===== src/hw/ctf_pkg.sv =====
// Constants and carrier types for the CAN timing and filter config block.
// Assumes a single 125 MHz clock and a plain strobe register port.
package ctf_pkg;
  localparam int unsigned ADDR_W = 3;
  // Register offsets (word index on the plain port)
  localparam logic [2:0] OFF_IRQ_EN = 3'h0;
  localparam logic [2:0] OFF_ERR_CNT = 3'h1;
  localparam logic [2:0] OFF_TIMING1 = 3'h2;
  localparam logic [2:0] OFF_TIMING2 = 3'h3;
  localparam logic [2:0] OFF_FILT_EN = 3'h4;
  localparam logic [2:0] OFF_TGT_0_3 = 3'h5;
  localparam logic [2:0] OFF_TGT_4_7 = 3'h6;
  localparam logic [2:0] OFF_TGT_8_11 = 3'h7;
  // Reset values and writable masks
  localparam logic [15:0] IRQ_EN_RST = 16'h0000;
  localparam logic [15:0] IRQ_EN_MASK = 16'h00ef;
  localparam logic [15:0] TIMING1_RST = 16'h0000;
  localparam logic [15:0] TIMING1_MASK = 16'h00ff;
  localparam logic [15:0] TIMING2_RST = 16'h0000;
  localparam logic [15:0] TIMING2_MASK = 16'h47ff;
  localparam logic [15:0] FILT_EN_RST = 16'h003f;
  localparam logic [15:0] TGT_RST = 16'h0000;
  localparam logic [15:0] ERR_CNT_RST = 16'h0000;
  // Enable bit position, target field width and FIFO target code
  localparam int unsigned BIT_ERR_EN = 5;
  localparam int unsigned TGT_W = 4;
  localparam logic [3:0] TGT_FIFO = 4'hf;
  // Processing delay in quanta, and wake filter time
  localparam logic [2:0] PROC_DELAY_TQ = 3'h2;
  localparam int unsigned CLK_PERIOD_NS = 8;
  localparam int unsigned WAKE_FILT_NS = 80;
  localparam int unsigned WAKE_FILT_CYC =
    (WAKE_FILT_NS + CLK_PERIOD_NS - 1) / CLK_PERIOD_NS;
  // Register port carrier
  typedef struct packed {
    logic [2:0]  addr;
    logic [15:0] wdata;
    logic        wr;
    logic        rd;
  } ctf_bus_t;
  // First timing register layout
  typedef struct packed {
    logic [7:0] unused;
    logic [1:0] jump_width;
    logic [5:0] quantum_prescaler;
  } ctf_timing1_t;
  // Second timing register layout
  typedef struct packed {
    logic       unused15;
    logic       wake_line_filter_sel;
    logic [2:0] unused13;
    logic [2:0] phase_two_length;
    logic       phase_two_select;
    logic       triple_vote_sel;
    logic [2:0] phase_one_length;
    logic [2:0] propagation_length;
  } ctf_timing2_t;
  // Bit segment states
  typedef enum logic [3:0] {
    SEG_SYNC = 4'b0001,
    SEG_PROP = 4'b0010,
    SEG_PH1  = 4'b0100,
    SEG_PH2  = 4'b1000
  } ctf_seg_t;
endpackage


===== src/hw/ctf_regs.sv =====
// CAN bit timing, error counter and acceptance filter configuration block.
// Assumes clock-rate ticks for both core clock sources and a strobe port.
`timescale 1ns/100ps
`default_nettype none
module ctf_regs
  import ctf_pkg::*;
#(
  parameter int unsigned WAKE_CYC = ctf_pkg::WAKE_FILT_CYC
) (
  input  wire logic              clk,
  input  wire logic              rst,
  input  wire ctf_pkg::ctf_bus_t bus,
  output logic [15:0]            rdata,
  input  wire logic              core_clock_source,
  input  wire logic              instruction_cycle_tick,
  input  wire logic              oscillator_tick,
  input  wire logic [7:0]        tx_error_counter,
  input  wire logic [7:0]        rx_error_counter,
  input  wire logic [5:0]        error_state,
  input  wire logic [7:0]        irq_flags,
  input  wire logic              rx_line,
  input  wire logic [15:0]       filter_hit,
  input  wire logic [15:0]       upper_targets,
  output logic                   quantum_tick,
  output logic                   sample_point,
  output logic                   bit_end,
  output logic                   sampled_bit,
  output logic [2:0]             jump_width_tq,
  output logic                   wake_line,
  output logic                   store_valid,
  output logic [3:0]             store_filter,
  output logic [3:0]             store_buffer,
  output logic                   store_to_queue,
  output logic                   error_irq_flag,
  output logic                   irq_request
);
  import ctf_pkg::*;

  logic [15:0]  irq_en_q;
  logic [15:0]  err_cnt_q;
  ctf_timing1_t t1_q;
  ctf_timing2_t t2_q;
  logic [15:0]  filt_en_q;
  logic [15:0]  tgt_q [3];
  logic [15:0]  rdata_q;

  // Quantum length in core clock ticks
  function automatic logic [6:0] tq_len(input logic [5:0] p);
    tq_len = 7'(({1'b0, p} + 7'h01) << 1);
  endfunction

  // Lowest set bit of a hit vector
  function automatic logic [3:0] first_hit(input logic [15:0] v);
    first_hit = 4'h0;
    for (int i = 15; i >= 0; i--) begin
      if (v[i]) begin
        first_hit = 4'(i);
      end
    end
  endfunction

  // Effective phase two code
  function automatic logic [2:0] ph2_code(input ctf_timing2_t t);
    logic [2:0] d;
    d = PROC_DELAY_TQ - 3'h1;
    if (t.phase_two_select) begin
      ph2_code = t.phase_two_length;
    end else begin
      ph2_code = (t.phase_one_length > d) ? t.phase_one_length : d;
    end
  endfunction

  // Software writes; reserved bits are masked so they read zero
  always_ff @(posedge clk or posedge rst) begin
    if (rst) begin
      irq_en_q  <= IRQ_EN_RST;
      t1_q      <= TIMING1_RST;
      t2_q      <= TIMING2_RST;
      filt_en_q <= FILT_EN_RST;
      tgt_q[0]  <= TGT_RST;
      tgt_q[1]  <= TGT_RST;
      tgt_q[2]  <= TGT_RST;
    end else if (bus.wr) begin
      case (bus.addr)
        OFF_IRQ_EN:   irq_en_q <= bus.wdata & IRQ_EN_MASK;
        OFF_TIMING1:  t1_q <= bus.wdata & TIMING1_MASK;
        OFF_TIMING2:  t2_q <= bus.wdata & TIMING2_MASK;
        OFF_FILT_EN:  filt_en_q <= bus.wdata;
        OFF_TGT_0_3:  tgt_q[0] <= bus.wdata;
        OFF_TGT_4_7:  tgt_q[1] <= bus.wdata;
        OFF_TGT_8_11: tgt_q[2] <= bus.wdata;
        default: ;
      endcase
    end
  end

  // Error counters are mirrored from the protocol engine every cycle
  always_ff @(posedge clk or posedge rst) begin
    if (rst) begin
      err_cnt_q <= ERR_CNT_RST;
    end else begin
      err_cnt_q <= {tx_error_counter, rx_error_counter};
    end
  end

  // Read data valid only in the cycle after the strobe
  always_ff @(posedge clk or posedge rst) begin
    if (rst) begin
      rdata_q <= 16'h0000;
    end else if (bus.rd) begin
      case (bus.addr)
        OFF_IRQ_EN:   rdata_q <= irq_en_q;
        OFF_ERR_CNT:  rdata_q <= err_cnt_q;
        OFF_TIMING1:  rdata_q <= t1_q;
        OFF_TIMING2:  rdata_q <= t2_q;
        OFF_FILT_EN:  rdata_q <= filt_en_q;
        OFF_TGT_0_3:  rdata_q <= tgt_q[0];
        OFF_TGT_4_7:  rdata_q <= tgt_q[1];
        OFF_TGT_8_11: rdata_q <= tgt_q[2];
        default:      rdata_q <= 16'h0000;
      endcase
    end else begin
      rdata_q <= 16'h0000;
    end
  end
  assign rdata = rdata_q;

  // Quantum prescaler counting ticks of the selected core clock
  logic       src_tick;
  logic [6:0] pre_cnt_q;
  logic       tq_q;
  assign src_tick = core_clock_source ? instruction_cycle_tick
                                      : oscillator_tick;
  always_ff @(posedge clk or posedge rst) begin
    if (rst) begin
      pre_cnt_q <= 7'h00;
      tq_q      <= 1'b0;
    end else if (src_tick) begin
      if (pre_cnt_q >= tq_len(t1_q.quantum_prescaler) - 7'h01) begin
        pre_cnt_q <= 7'h00;
        tq_q      <= 1'b1;
      end else begin
        pre_cnt_q <= pre_cnt_q + 7'h01;
        tq_q      <= 1'b0;
      end
    end else begin
      tq_q <= 1'b0;
    end
  end
  assign quantum_tick = tq_q;

  // Segment sequencer; no resync here, the protocol engine owns edges
  ctf_seg_t   seg_q;
  logic [2:0] qcnt_q;
  logic [2:0] seg_code;
  logic       seg_done;
  always_comb begin
    case (seg_q)
      SEG_SYNC: seg_code = 3'h0;
      SEG_PROP: seg_code = t2_q.propagation_length;
      SEG_PH1:  seg_code = t2_q.phase_one_length;
      SEG_PH2:  seg_code = ph2_code(t2_q);
      default:  seg_code = 3'h0;
    endcase
  end
  assign seg_done = tq_q && (qcnt_q == seg_code);

  always_ff @(posedge clk or posedge rst) begin
    if (rst) begin
      seg_q  <= SEG_SYNC;
      qcnt_q <= 3'h0;
    end else if (tq_q) begin
      if (seg_done) begin
        qcnt_q <= 3'h0;
        case (seg_q)
          SEG_SYNC: seg_q <= SEG_PROP;
          SEG_PROP: seg_q <= SEG_PH1;
          SEG_PH1:  seg_q <= SEG_PH2;
          SEG_PH2:  seg_q <= SEG_SYNC;
          default:  seg_q <= SEG_SYNC;
        endcase
      end else begin
        qcnt_q <= qcnt_q + 3'h1;
      end
    end
  end

  // Line history for the three-sample vote, one entry per quantum
  logic [1:0] hist_q;
  logic       vote;
  always_ff @(posedge clk or posedge rst) begin
    if (rst) begin
      hist_q <= 2'b11;
    end else if (tq_q) begin
      hist_q <= {hist_q[0], rx_line};
    end
  end
  assign vote = (hist_q[1] & hist_q[0]) | (hist_q[1] & rx_line)
              | (hist_q[0] & rx_line);

  // Sample point strobe and the bit value taken there
  logic samp_q;
  logic bit_q;
  logic end_q;
  always_ff @(posedge clk or posedge rst) begin
    if (rst) begin
      samp_q <= 1'b0;
      bit_q  <= 1'b1;
      end_q  <= 1'b0;
    end else begin
      samp_q <= seg_done && (seg_q == SEG_PH1);
      end_q  <= seg_done && (seg_q == SEG_PH2);
      if (seg_done && (seg_q == SEG_PH1)) begin
        bit_q <= t2_q.triple_vote_sel ? vote : rx_line;
      end
    end
  end
  assign sample_point = samp_q;
  assign sampled_bit  = bit_q;
  assign bit_end      = end_q;

  // Jump width in quanta for the resync logic
  logic [2:0] sjw_q;
  always_ff @(posedge clk or posedge rst) begin
    if (rst) begin
      sjw_q <= 3'h1;
    end else begin
      sjw_q <= {1'b0, t1_q.jump_width} + 3'h1;
    end
  end
  assign jump_width_tq = sjw_q;

  // Wake filter: a level must hold WAKE_CYC cycles to pass, so short
  // glitches cannot wake the node; costs that latency on real edges
  logic [15:0] wk_cnt_q;
  logic        wk_filt_q;
  logic        wk_out_q;
  always_ff @(posedge clk or posedge rst) begin
    if (rst) begin
      wk_cnt_q  <= 16'h0000;
      wk_filt_q <= 1'b1;
      wk_out_q  <= 1'b1;
    end else begin
      if (rx_line == wk_filt_q) begin
        wk_cnt_q <= 16'h0000;
      end else if (wk_cnt_q >= 16'(WAKE_CYC - 1)) begin
        wk_cnt_q  <= 16'h0000;
        wk_filt_q <= rx_line;
      end else begin
        wk_cnt_q <= wk_cnt_q + 16'h0001;
      end
      wk_out_q <= t2_q.wake_line_filter_sel ? wk_filt_q : rx_line;
    end
  end
  assign wake_line = wk_out_q;

  // Acceptance: lowest enabled hit wins when several filters match
  logic [15:0] hits;
  logic [3:0]  win;
  logic [3:0]  win_tgt;
  logic [63:0] all_tgt;
  assign hits    = filter_hit & filt_en_q;
  assign win     = first_hit(hits);
  assign all_tgt = {upper_targets, tgt_q[2], tgt_q[1], tgt_q[0]};
  assign win_tgt = all_tgt[{win, 2'b00} +: TGT_W];

  always_ff @(posedge clk or posedge rst) begin
    if (rst) begin
      store_valid    <= 1'b0;
      store_filter   <= 4'h0;
      store_buffer   <= 4'h0;
      store_to_queue <= 1'b0;
    end else begin
      store_valid    <= |hits;
      store_filter   <= win;
      store_buffer   <= win_tgt;
      store_to_queue <= (|hits) && (win_tgt == TGT_FIFO);
    end
  end

  // Error flag and module request
  always_ff @(posedge clk or posedge rst) begin
    if (rst) begin
      error_irq_flag <= 1'b0;
      irq_request    <= 1'b0;
    end else begin
      error_irq_flag <= |error_state;
      irq_request    <= |(irq_flags & irq_en_q[7:0])
                      | ((|error_state) & irq_en_q[BIT_ERR_EN]);
    end
  end

  // Checks
  rsv_zero_a: assert property (@(posedge clk) disable iff (rst)
    (irq_en_q[15:8] == 8'h00) && !irq_en_q[4])
    else $error("reserved enable bits set");
  en_write_a: assert property (@(posedge clk) disable iff (rst)
    bus.wr && bus.addr == OFF_IRQ_EN |=> irq_en_q[3:0] == $past(bus.wdata[3:0]))
    else $error("enable write lost");
  cnt_read_a: assert property (@(posedge clk) disable iff (rst)
    bus.rd && bus.addr == OFF_ERR_CNT |=> rdata == $past(err_cnt_q))
    else $error("counter read wrong");
  sjw_val_a: assert property (@(posedge clk) disable iff (rst)
    sjw_q == {1'b0, $past(t1_q.jump_width)} + 3'h1)
    else $error("jump width wrong");
  tq_space_a: assert property (@(posedge clk) disable iff (rst)
    tq_q && core_clock_source && instruction_cycle_tick && !oscillator_tick
    && t1_q.quantum_prescaler == 6'h00 && !bus.wr
    |=> !tq_q ##1 tq_q)
    else $error("quantum spacing wrong");
  ph2_len_a: assert property (@(posedge clk) disable iff (rst)
    seg_q == SEG_PH2 && seg_done |-> qcnt_q == ph2_code(t2_q))
    else $error("phase two length wrong");
  seg_order_a: assert property (@(posedge clk) disable iff (rst)
    seg_done && seg_q == SEG_PH1 |=> samp_q && seg_q == SEG_PH2)
    else $error("sample point misplaced");
  vote_once_a: assert property (@(posedge clk) disable iff (rst)
    seg_done && seg_q == SEG_PH1 && !t2_q.triple_vote_sel
    |=> bit_q == $past(rx_line))
    else $error("single sample wrong");
  wake_pass_a: assert property (@(posedge clk) disable iff (rst)
    !t2_q.wake_line_filter_sel |=> wk_out_q == $past(rx_line))
    else $error("wake bypass wrong");
  accept_a: assert property (@(posedge clk) disable iff (rst)
    (filter_hit & filt_en_q) == 16'h0000 |=> !store_valid)
    else $error("disabled filter accepted");
  queue_a: assert property (@(posedge clk) disable iff (rst)
    store_valid |-> store_to_queue == (store_buffer == TGT_FIFO))
    else $error("queue routing wrong");
  req_a: assert property (@(posedge clk) disable iff (rst)
    |(irq_flags & irq_en_q[7:0]) |=> irq_request)
    else $error("request missing");
  err_flag_a: assert property (@(posedge clk) disable iff (rst)
    |error_state |=> error_irq_flag)
    else $error("error flag missing");
  seg_len_a: assert property (@(posedge clk) disable iff (rst)
    seg_q == SEG_PROP && seg_done |-> qcnt_q == t2_q.propagation_length)
    else $error("propagation length wrong");
  ph1_len_a: assert property (@(posedge clk) disable iff (rst)
    seg_q == SEG_PH1 && seg_done |-> qcnt_q == t2_q.phase_one_length)
    else $error("phase one length wrong");
  ph2_prog_a: assert property (@(posedge clk) disable iff (rst)
    seg_q == SEG_PH2 && seg_done && t2_q.phase_two_select
    |-> qcnt_q == t2_q.phase_two_length)
    else $error("programmed phase two wrong");
  tgt_map_a: assert property (@(posedge clk) disable iff (rst)
    filter_hit == 16'h0001 && filt_en_q[0] |=> store_buffer == $past(tgt_q[0][3:0]))
    else $error("pointer map wrong");
endmodule
`default_nettype wire


===== config.mk =====
export PLATFORM = sky130hd
export DESIGN_NAME = ctf_regs
export DESIGN_NICKNAME = d
export VERILOG_FILES = /design/src/hw/ctf_pkg.sv /design/src/hw/ctf_regs.sv
export SDC_FILE = /design/constraint.sdc
export NUM_CORES = 1
export LEC_CHECK = 0
export BUFFER_PORTS_ARGS = -buffer_cell sky130_fd_sc_hd__buf_2
export CAP_MARGIN = 10
export CORE_UTILIZATION = 30
export DETAILED_ROUTE_END_ITERATION = 10
export SLEW_MARGIN = 15
export SYNTH_ARGS = -nofsm -noshare
export SYNTH_HDL_FRONTEND = slang
export SYNTH_SLANG_ARGS = --single-unit

===== constraint.sdc =====
create_clock -name clk -period 14 [get_ports clk]
set_clock_uncertainty 0.05 [all_clocks]
set_input_delay 0.7 -clock clk [delete_from_list [all_inputs] [get_ports clk]]
set_output_delay 0.7 -clock clk [all_outputs]
set_load 0.05 [all_outputs]

Word level (Yosys, flattened, before mapping)
Cells that the tools add are included.

cells by class
  $add $sub $neg = 6
  $lt $le $gt $ge = 3
  equality and inequality tests = 14
  shifts and indexed selects = 1
  mux-type cells = 31
  bitwise gates (word level) = 10
  reduce and logical (&&, ||, !) cells = 17

operators by type and width
  kind                                                                     count
  16-bit one-hot mux with 8 select lines                                   1
  4-bit two-way mux                                                        16
  64-bit by 7-bit variable part select with 4-bit output                   1
  16-bit two-way mux                                                       3
  2-bit AND reduction                                                      9
  16-bit by 1-bit adder with 16-bit output (second input constant)         1
  16-bit AND                                                               1
  16-bit by 4-bit >= comparator with 1-bit output (second input constant)  1
  16-bit OR reduction                                                      1
  3-bit equality test (second input constant)                              4
  4-bit one-hot mux with 3 select lines                                    1
  3-bit two-way mux                                                        3
  3-bit one-hot mux with 3 select lines                                    1
  8-bit AND                                                                1
  4-bit equality test (second input constant)                              2
  8-bit OR reduction                                                       1
  7-bit by 1-bit adder with 7-bit output (second input constant)           1
  7-bit >= comparator                                                      1
  7-bit two-way mux                                                        1
  7-bit by 1-bit subtractor with 7-bit output (second input constant)      1
  6-bit by 1-bit adder with 6-bit output (second input constant)           1
  3-bit by 2-bit equality test with 1-bit output (second input constant)   2
  6-bit OR reduction                                                       1
  1-bit two-way mux                                                        5
  14 further kinds                                                         22

storage, ports and cells
  flip-flop bits (word level) = 176
  input port bits = 89
  output and inout bits = 36
  logic and storage cells = 115

Logic depth before layout (Yosys ltp)
  word-level depth = 20
  gate-level depth with buffers = 12
  depth with buffers taken out = 12

Least setup slack after synthesis
OpenSTA, ideal clock, no wires.

  path kind = input port to flip-flop
  start point = input port filter_hit[13]
  end point = register store_to_queue
  library setup time = 96 ps
  arrival time = 2657 ps
  data required time = 13854 ps
  setup slack = 11197 ps
  cell stages on the path = 9
  buffers on the path = 1
  cells stage by stage = a22o_1 o211a_1 o21ai_2 buf_6 nand3_1 a32o_1 a211o_1 or3_4 nor4_2

between the ends
  cells in the longest elaborated chain, start to end = 18
  elaborated cells between the ends (all ways) = 19
  classes of those cells = eq/ne (1); shift (1); mux (14); bitwise (1); reduce/logical (2)

ends and longest elaborated chain
  element                                                 RTL line         text
  start, declared                                         ctf_regs.sv:22   input wire logic [15:0] filter_hit,
  16-bit AND *                                            ctf_regs.sv:262  assign hits = filter_hit & filt_en_q;
  4-bit two-way mux (14 in a row)                         ctf_regs.sv:56   if (v[i]) begin
  64-bit by 7-bit variable part select with 4-bit output  ctf_regs.sv:265  assign win_tgt = all_tgt[{win, 2'b00} +: TGT_W];
  4-bit equality test                                     ctf_regs.sv:277  store_to_queue <= (|hits) && (win_tgt == TGT_FIFO);
  1-bit logical AND *                                     ctf_regs.sv:277
  end signal, assigned                                    ctf_regs.sv:277
  end, declared                                           ctf_regs.sv:33   output logic store_to_queue,

Mark *: on every way between the ends. The rest lies on a longest branch, timed or not.
A chain may end at the register's enable or synchronous reset.

Final worst setup path
  start point = register filt_en_q[9]
  end point = register store_to_queue

between the ends
  cells in the longest elaborated chain, start to end = 14
  elaborated cells between the ends (all ways) = 15
  classes of those cells = eq/ne (1); shift (1); mux (10); bitwise (1); reduce/logical (2)

ends and longest elaborated chain
  element                                                 RTL line         text
  start, declared                                         ctf_regs.sv:43   logic [15:0] filt_en_q;
  start signal, assigned                                  ctf_regs.sv:88   OFF_FILT_EN: filt_en_q <= bus.wdata;
  16-bit AND *                                            ctf_regs.sv:262
  4-bit two-way mux (10 in a row)                         ctf_regs.sv:56
  64-bit by 7-bit variable part select with 4-bit output  ctf_regs.sv:265
  4-bit equality test                                     ctf_regs.sv:277
  1-bit logical AND *                                     ctf_regs.sv:277

Marked as above.

==> out/qor.csv <==
metric,value,unit
R2R depth,9,
Worst setup SP type,register,
pin count of the biggest net entering global routing,110,
first-pass GRT wire length,35100,um
final setup violation count,0,
#FFs+latches synth,176,
PwrDens,166,nW/um^2
Crit. End Element,register,
Final Power,1.68,mW
Routed Wire Length,22700,um
post-CTS setup buffers,0,
residual DRC count,0,
FF-to-FF End,store_to_queue,
HPWL after detailed placement,16500,um
vias in the first global route,6116,
Crit Reg-Reg Startpoint,filt_en_q[9],
Cell variety after synth,63,
clk buf depth,2,
fin crit share,0.258,
Worst Setup EP,store_to_queue,
WP data required,14.30,ns
post-synthesis async set-or-reset flop share,1.00,
Top-Level Pins,125,
Yosys Warn Count,0,
ys flop type,dfrtp_1,
most frequent cells in the layout,"163 x dfrtp_1, 123 x buf_2, 107 x mux2_2",
# clock sinks,176,
largest family of logic cells by synthesized area,multiplexers,
CP Class,register to register,
Critical Path Start,filt_en_q[9],
Post-Syn Area,8490,um^2
"commonest non-fill, non-tap cell in the layout",dfrtp_1,
Synth Area per Inst,11.7,um^2
Tmin final,3.61,ns
DIE AREA,29000,um^2
root buf cell,clkbuf_16,
GR peak layer,met2,
Die W,170,um
sequential share of the synthesized area,0.520,
Peak supply drop,0.0000771,V
FF-to-FF setup slack,10.39,ns
post-synthesis cell count,727,
post-synthesis compound-gate area fraction,0.133,
CTS resizes,0,
multiplexer share of the synthesized area,0.185,
Worst Hold Class,primary input to register,
via-per-instance ratio,5.09,
Synth Area in Simple Gates,0.101,
CTS tree,yes,
area grow syn2layout,19.1,%
row count,61,
GR Layer Usage met3,0.0372,
initial drt markers,469,
antenna violations before repair,7,
DRT Pass-1 Iters,5,
static leakage,4.56,nW
worst-skew pair later-pin latency,0.44,ns
Synth Area in XOR/XNOR,0.0155,
Final GP Congestion,0.887,
Num CTS Buffers,17,
Max transition margin,0.241,
CTS Hold Buffers Added,0,
final hold viol count,0,
Die H,170,um
status,completed,
max-cap check violation count,0,
initial core utilization,0.306,
grt total ovfl,0,
"Slew Viols, Final",0,
CTS H-Tree Depth,4,
CORE AREA,27800,um^2
CP arrival,3.90,ns
met2 global-route usage,0.248,
WHS Path Cells,1,
TNS Setup,0,ns
number of synthesized flops with an enable pin,0,
routed via count,6315,
CP Cell Sequence,"a22o_1, a21o_1, o21ai_2, nand2_2, clkinv_2, a21oi_1, a211o_1, or3_4, nor4_2",
"Clk pin slew, worst setup/hold paths",0.08,ns
Crit-path slowest cell,o21ai_2,
Worst Max-Slew Pin Slew,1.14,ns
Critical Path Fanout Max,21,
WL/cell,18.3,um
share of layout cells above drive strength 1,0.340,
"delay-heaviest family, CP",compound AO/OA/AOI/OAI gates,
Crit. path cell count,9,
PortBufs,123,
"slowest stage delay, CP",0.63,ns
RSZ-0062 raised after global routing,no,
Max Clk Rate,277,MHz
met1 global-route usage,0.212,
Detail Route Antenna Nets,0,
Layout Nets,950,
"Buf+Inv Stages, Crit Path",1,
Synth Area in Adders,0.0191,
GRT Total Usage,0.161,
## where the power goes
| part | switching (mW) | leakage [nW] | internal, mW | total, mW |
|---|---|---|---|---|
| logic | 0.266 | 2.13 | 0.198 | 0.464 |
| clock network | 0.227 | 0.297 | 0.273 | 0.500 |
| registers | 0.101 | 2.13 | 0.614 | 0.716 |
| total | 0.595 | 4.56 | 1.08 | 1.68 |
## synthesized netlist by cell type (all sizes together) (3+ instances only)
| cell type | count | area (um^2) |
|---|---|---|
| a2111oi | 5 | 43.8 |
| a211oi | 7 | 52.6 |
| a21boi | 6 | 45.0 |
| a21o | 9 | 67.6 |
| a21oi | 19 | 98.9 |
| a221oi | 5 | 43.8 |
| a222oi | 3 | 30.0 |
| a22o | 6 | 52.6 |
| a22oi | 16 | 134 |
| a31oi | 8 | 50.1 |
| a32o | 7 | 70.1 |
| and2 | 6 | 37.5 |
| and3 | 13 | 81.3 |
| buf | 8 | 45.0 |
| clkbuf | 25 | 93.8 |
| dfrtp | 163 | 4080 |
| dfstp | 13 | 342 |
| ha | 13 | 163 |
| inv | 20 | 75.1 |
| mux2 | 107 | 1200 |
| mux2i | 18 | 180 |
| mux4 | 8 | 184 |
| nand2 | 63 | 239 |
| nand2b | 3 | 18.8 |
| nand3 | 17 | 85.1 |
| nand4 | 6 | 37.5 |
| nor2 | 40 | 150 |
| nor2b | 8 | 50.1 |
| nor3b | 3 | 22.5 |
| nor4 | 6 | 43.8 |
| o211ai | 5 | 37.5 |
| o21ai | 35 | 179 |
| o22ai | 4 | 25.0 |
| o32ai | 5 | 43.8 |
| or3 | 5 | 36.3 |
| xnor2 | 9 | 78.8 |
| xor2 | 6 | 52.6 |
## metrics by stage
stage | util | instance area, um^2 | setup slack [ns] | hold slack [ns] | std cells
2_1_floorplan | - | 8540 | 8.50 | 0.350 | 738
3_3_place_gp | 0.342 | 9500 | 10.06 | 0.444 | 1207
3_5_place_dp | 0.342 | 9500 | 10.07 | 0.451 | 1207
4_1_cts | 0.364 | 10100 | 10.44 | 0.298 | 1239
5_1_grt | 0.364 | 10100 | 10.16 | 0.294 | 1239
6_report | 0.364 | 10100 | 10.39 | 0.310 | 1241
## layer usage
layer,vias to the layer above,share of wire,wire [um]
met1,3144,0.44,10100
met3,55,0.057,1290
met4,8,0.036,811
met2,192,0.46,10500
li1,2916,-,-
met5,-,0.0022,50
## area by class of cell
type                            instances  area [um^2]
Clock inverter                         15          188
Clock buffer                           17          425
Timing Repair Buffer                  124          623
Inverter                               21         85.1
Fill cell                            2802        17700
Multi-Input combinational cell        508         3900
Tap cell                              378          473
Sequential cell                       176         4420
Antenna cell                            2         5.00
## flip-flops by register name, indices dropped and copies added, names as in the netlist, 7 cells and up
signal	count
filt_en_q	16
wk_cnt_q	16
rdata	16
irq_en_q	7
t2_q	12
err_cnt_q	16
t1_q	8
pre_cnt_q	7
all_tgt	48
## how the worst min path moves through the flow
stage	slack, ns	endpoint	start
CTS	0.30	err_cnt_q[0]	rx_error_counter[0]
floorplan	0.35	jump_width_tq[0]	t1_q[6]
detailed placement	0.45	jump_width_tq[0]	t1_q[6]
global route	0.29	err_cnt_q[0]	rx_error_counter[0]
global placement	0.44	jump_width_tq[0]	t1_q[6]
finish	0.31	err_cnt_q[0]	rx_error_counter[0]
## logic make-up (layout without fill, tap and decap cells)
family,Yosys count,after routing
AND/OR/NAND/NOR,177,177
flip-flops,176,176
AO/OA/AOI/OAI,158,158
multiplexers,133,133
buffers and inverters,54,177
XOR/XNOR,15,15
adder cells (fa/ha/maj),13,13
other,1,14
No activity file was read; power rests on OpenSTA's default activity.
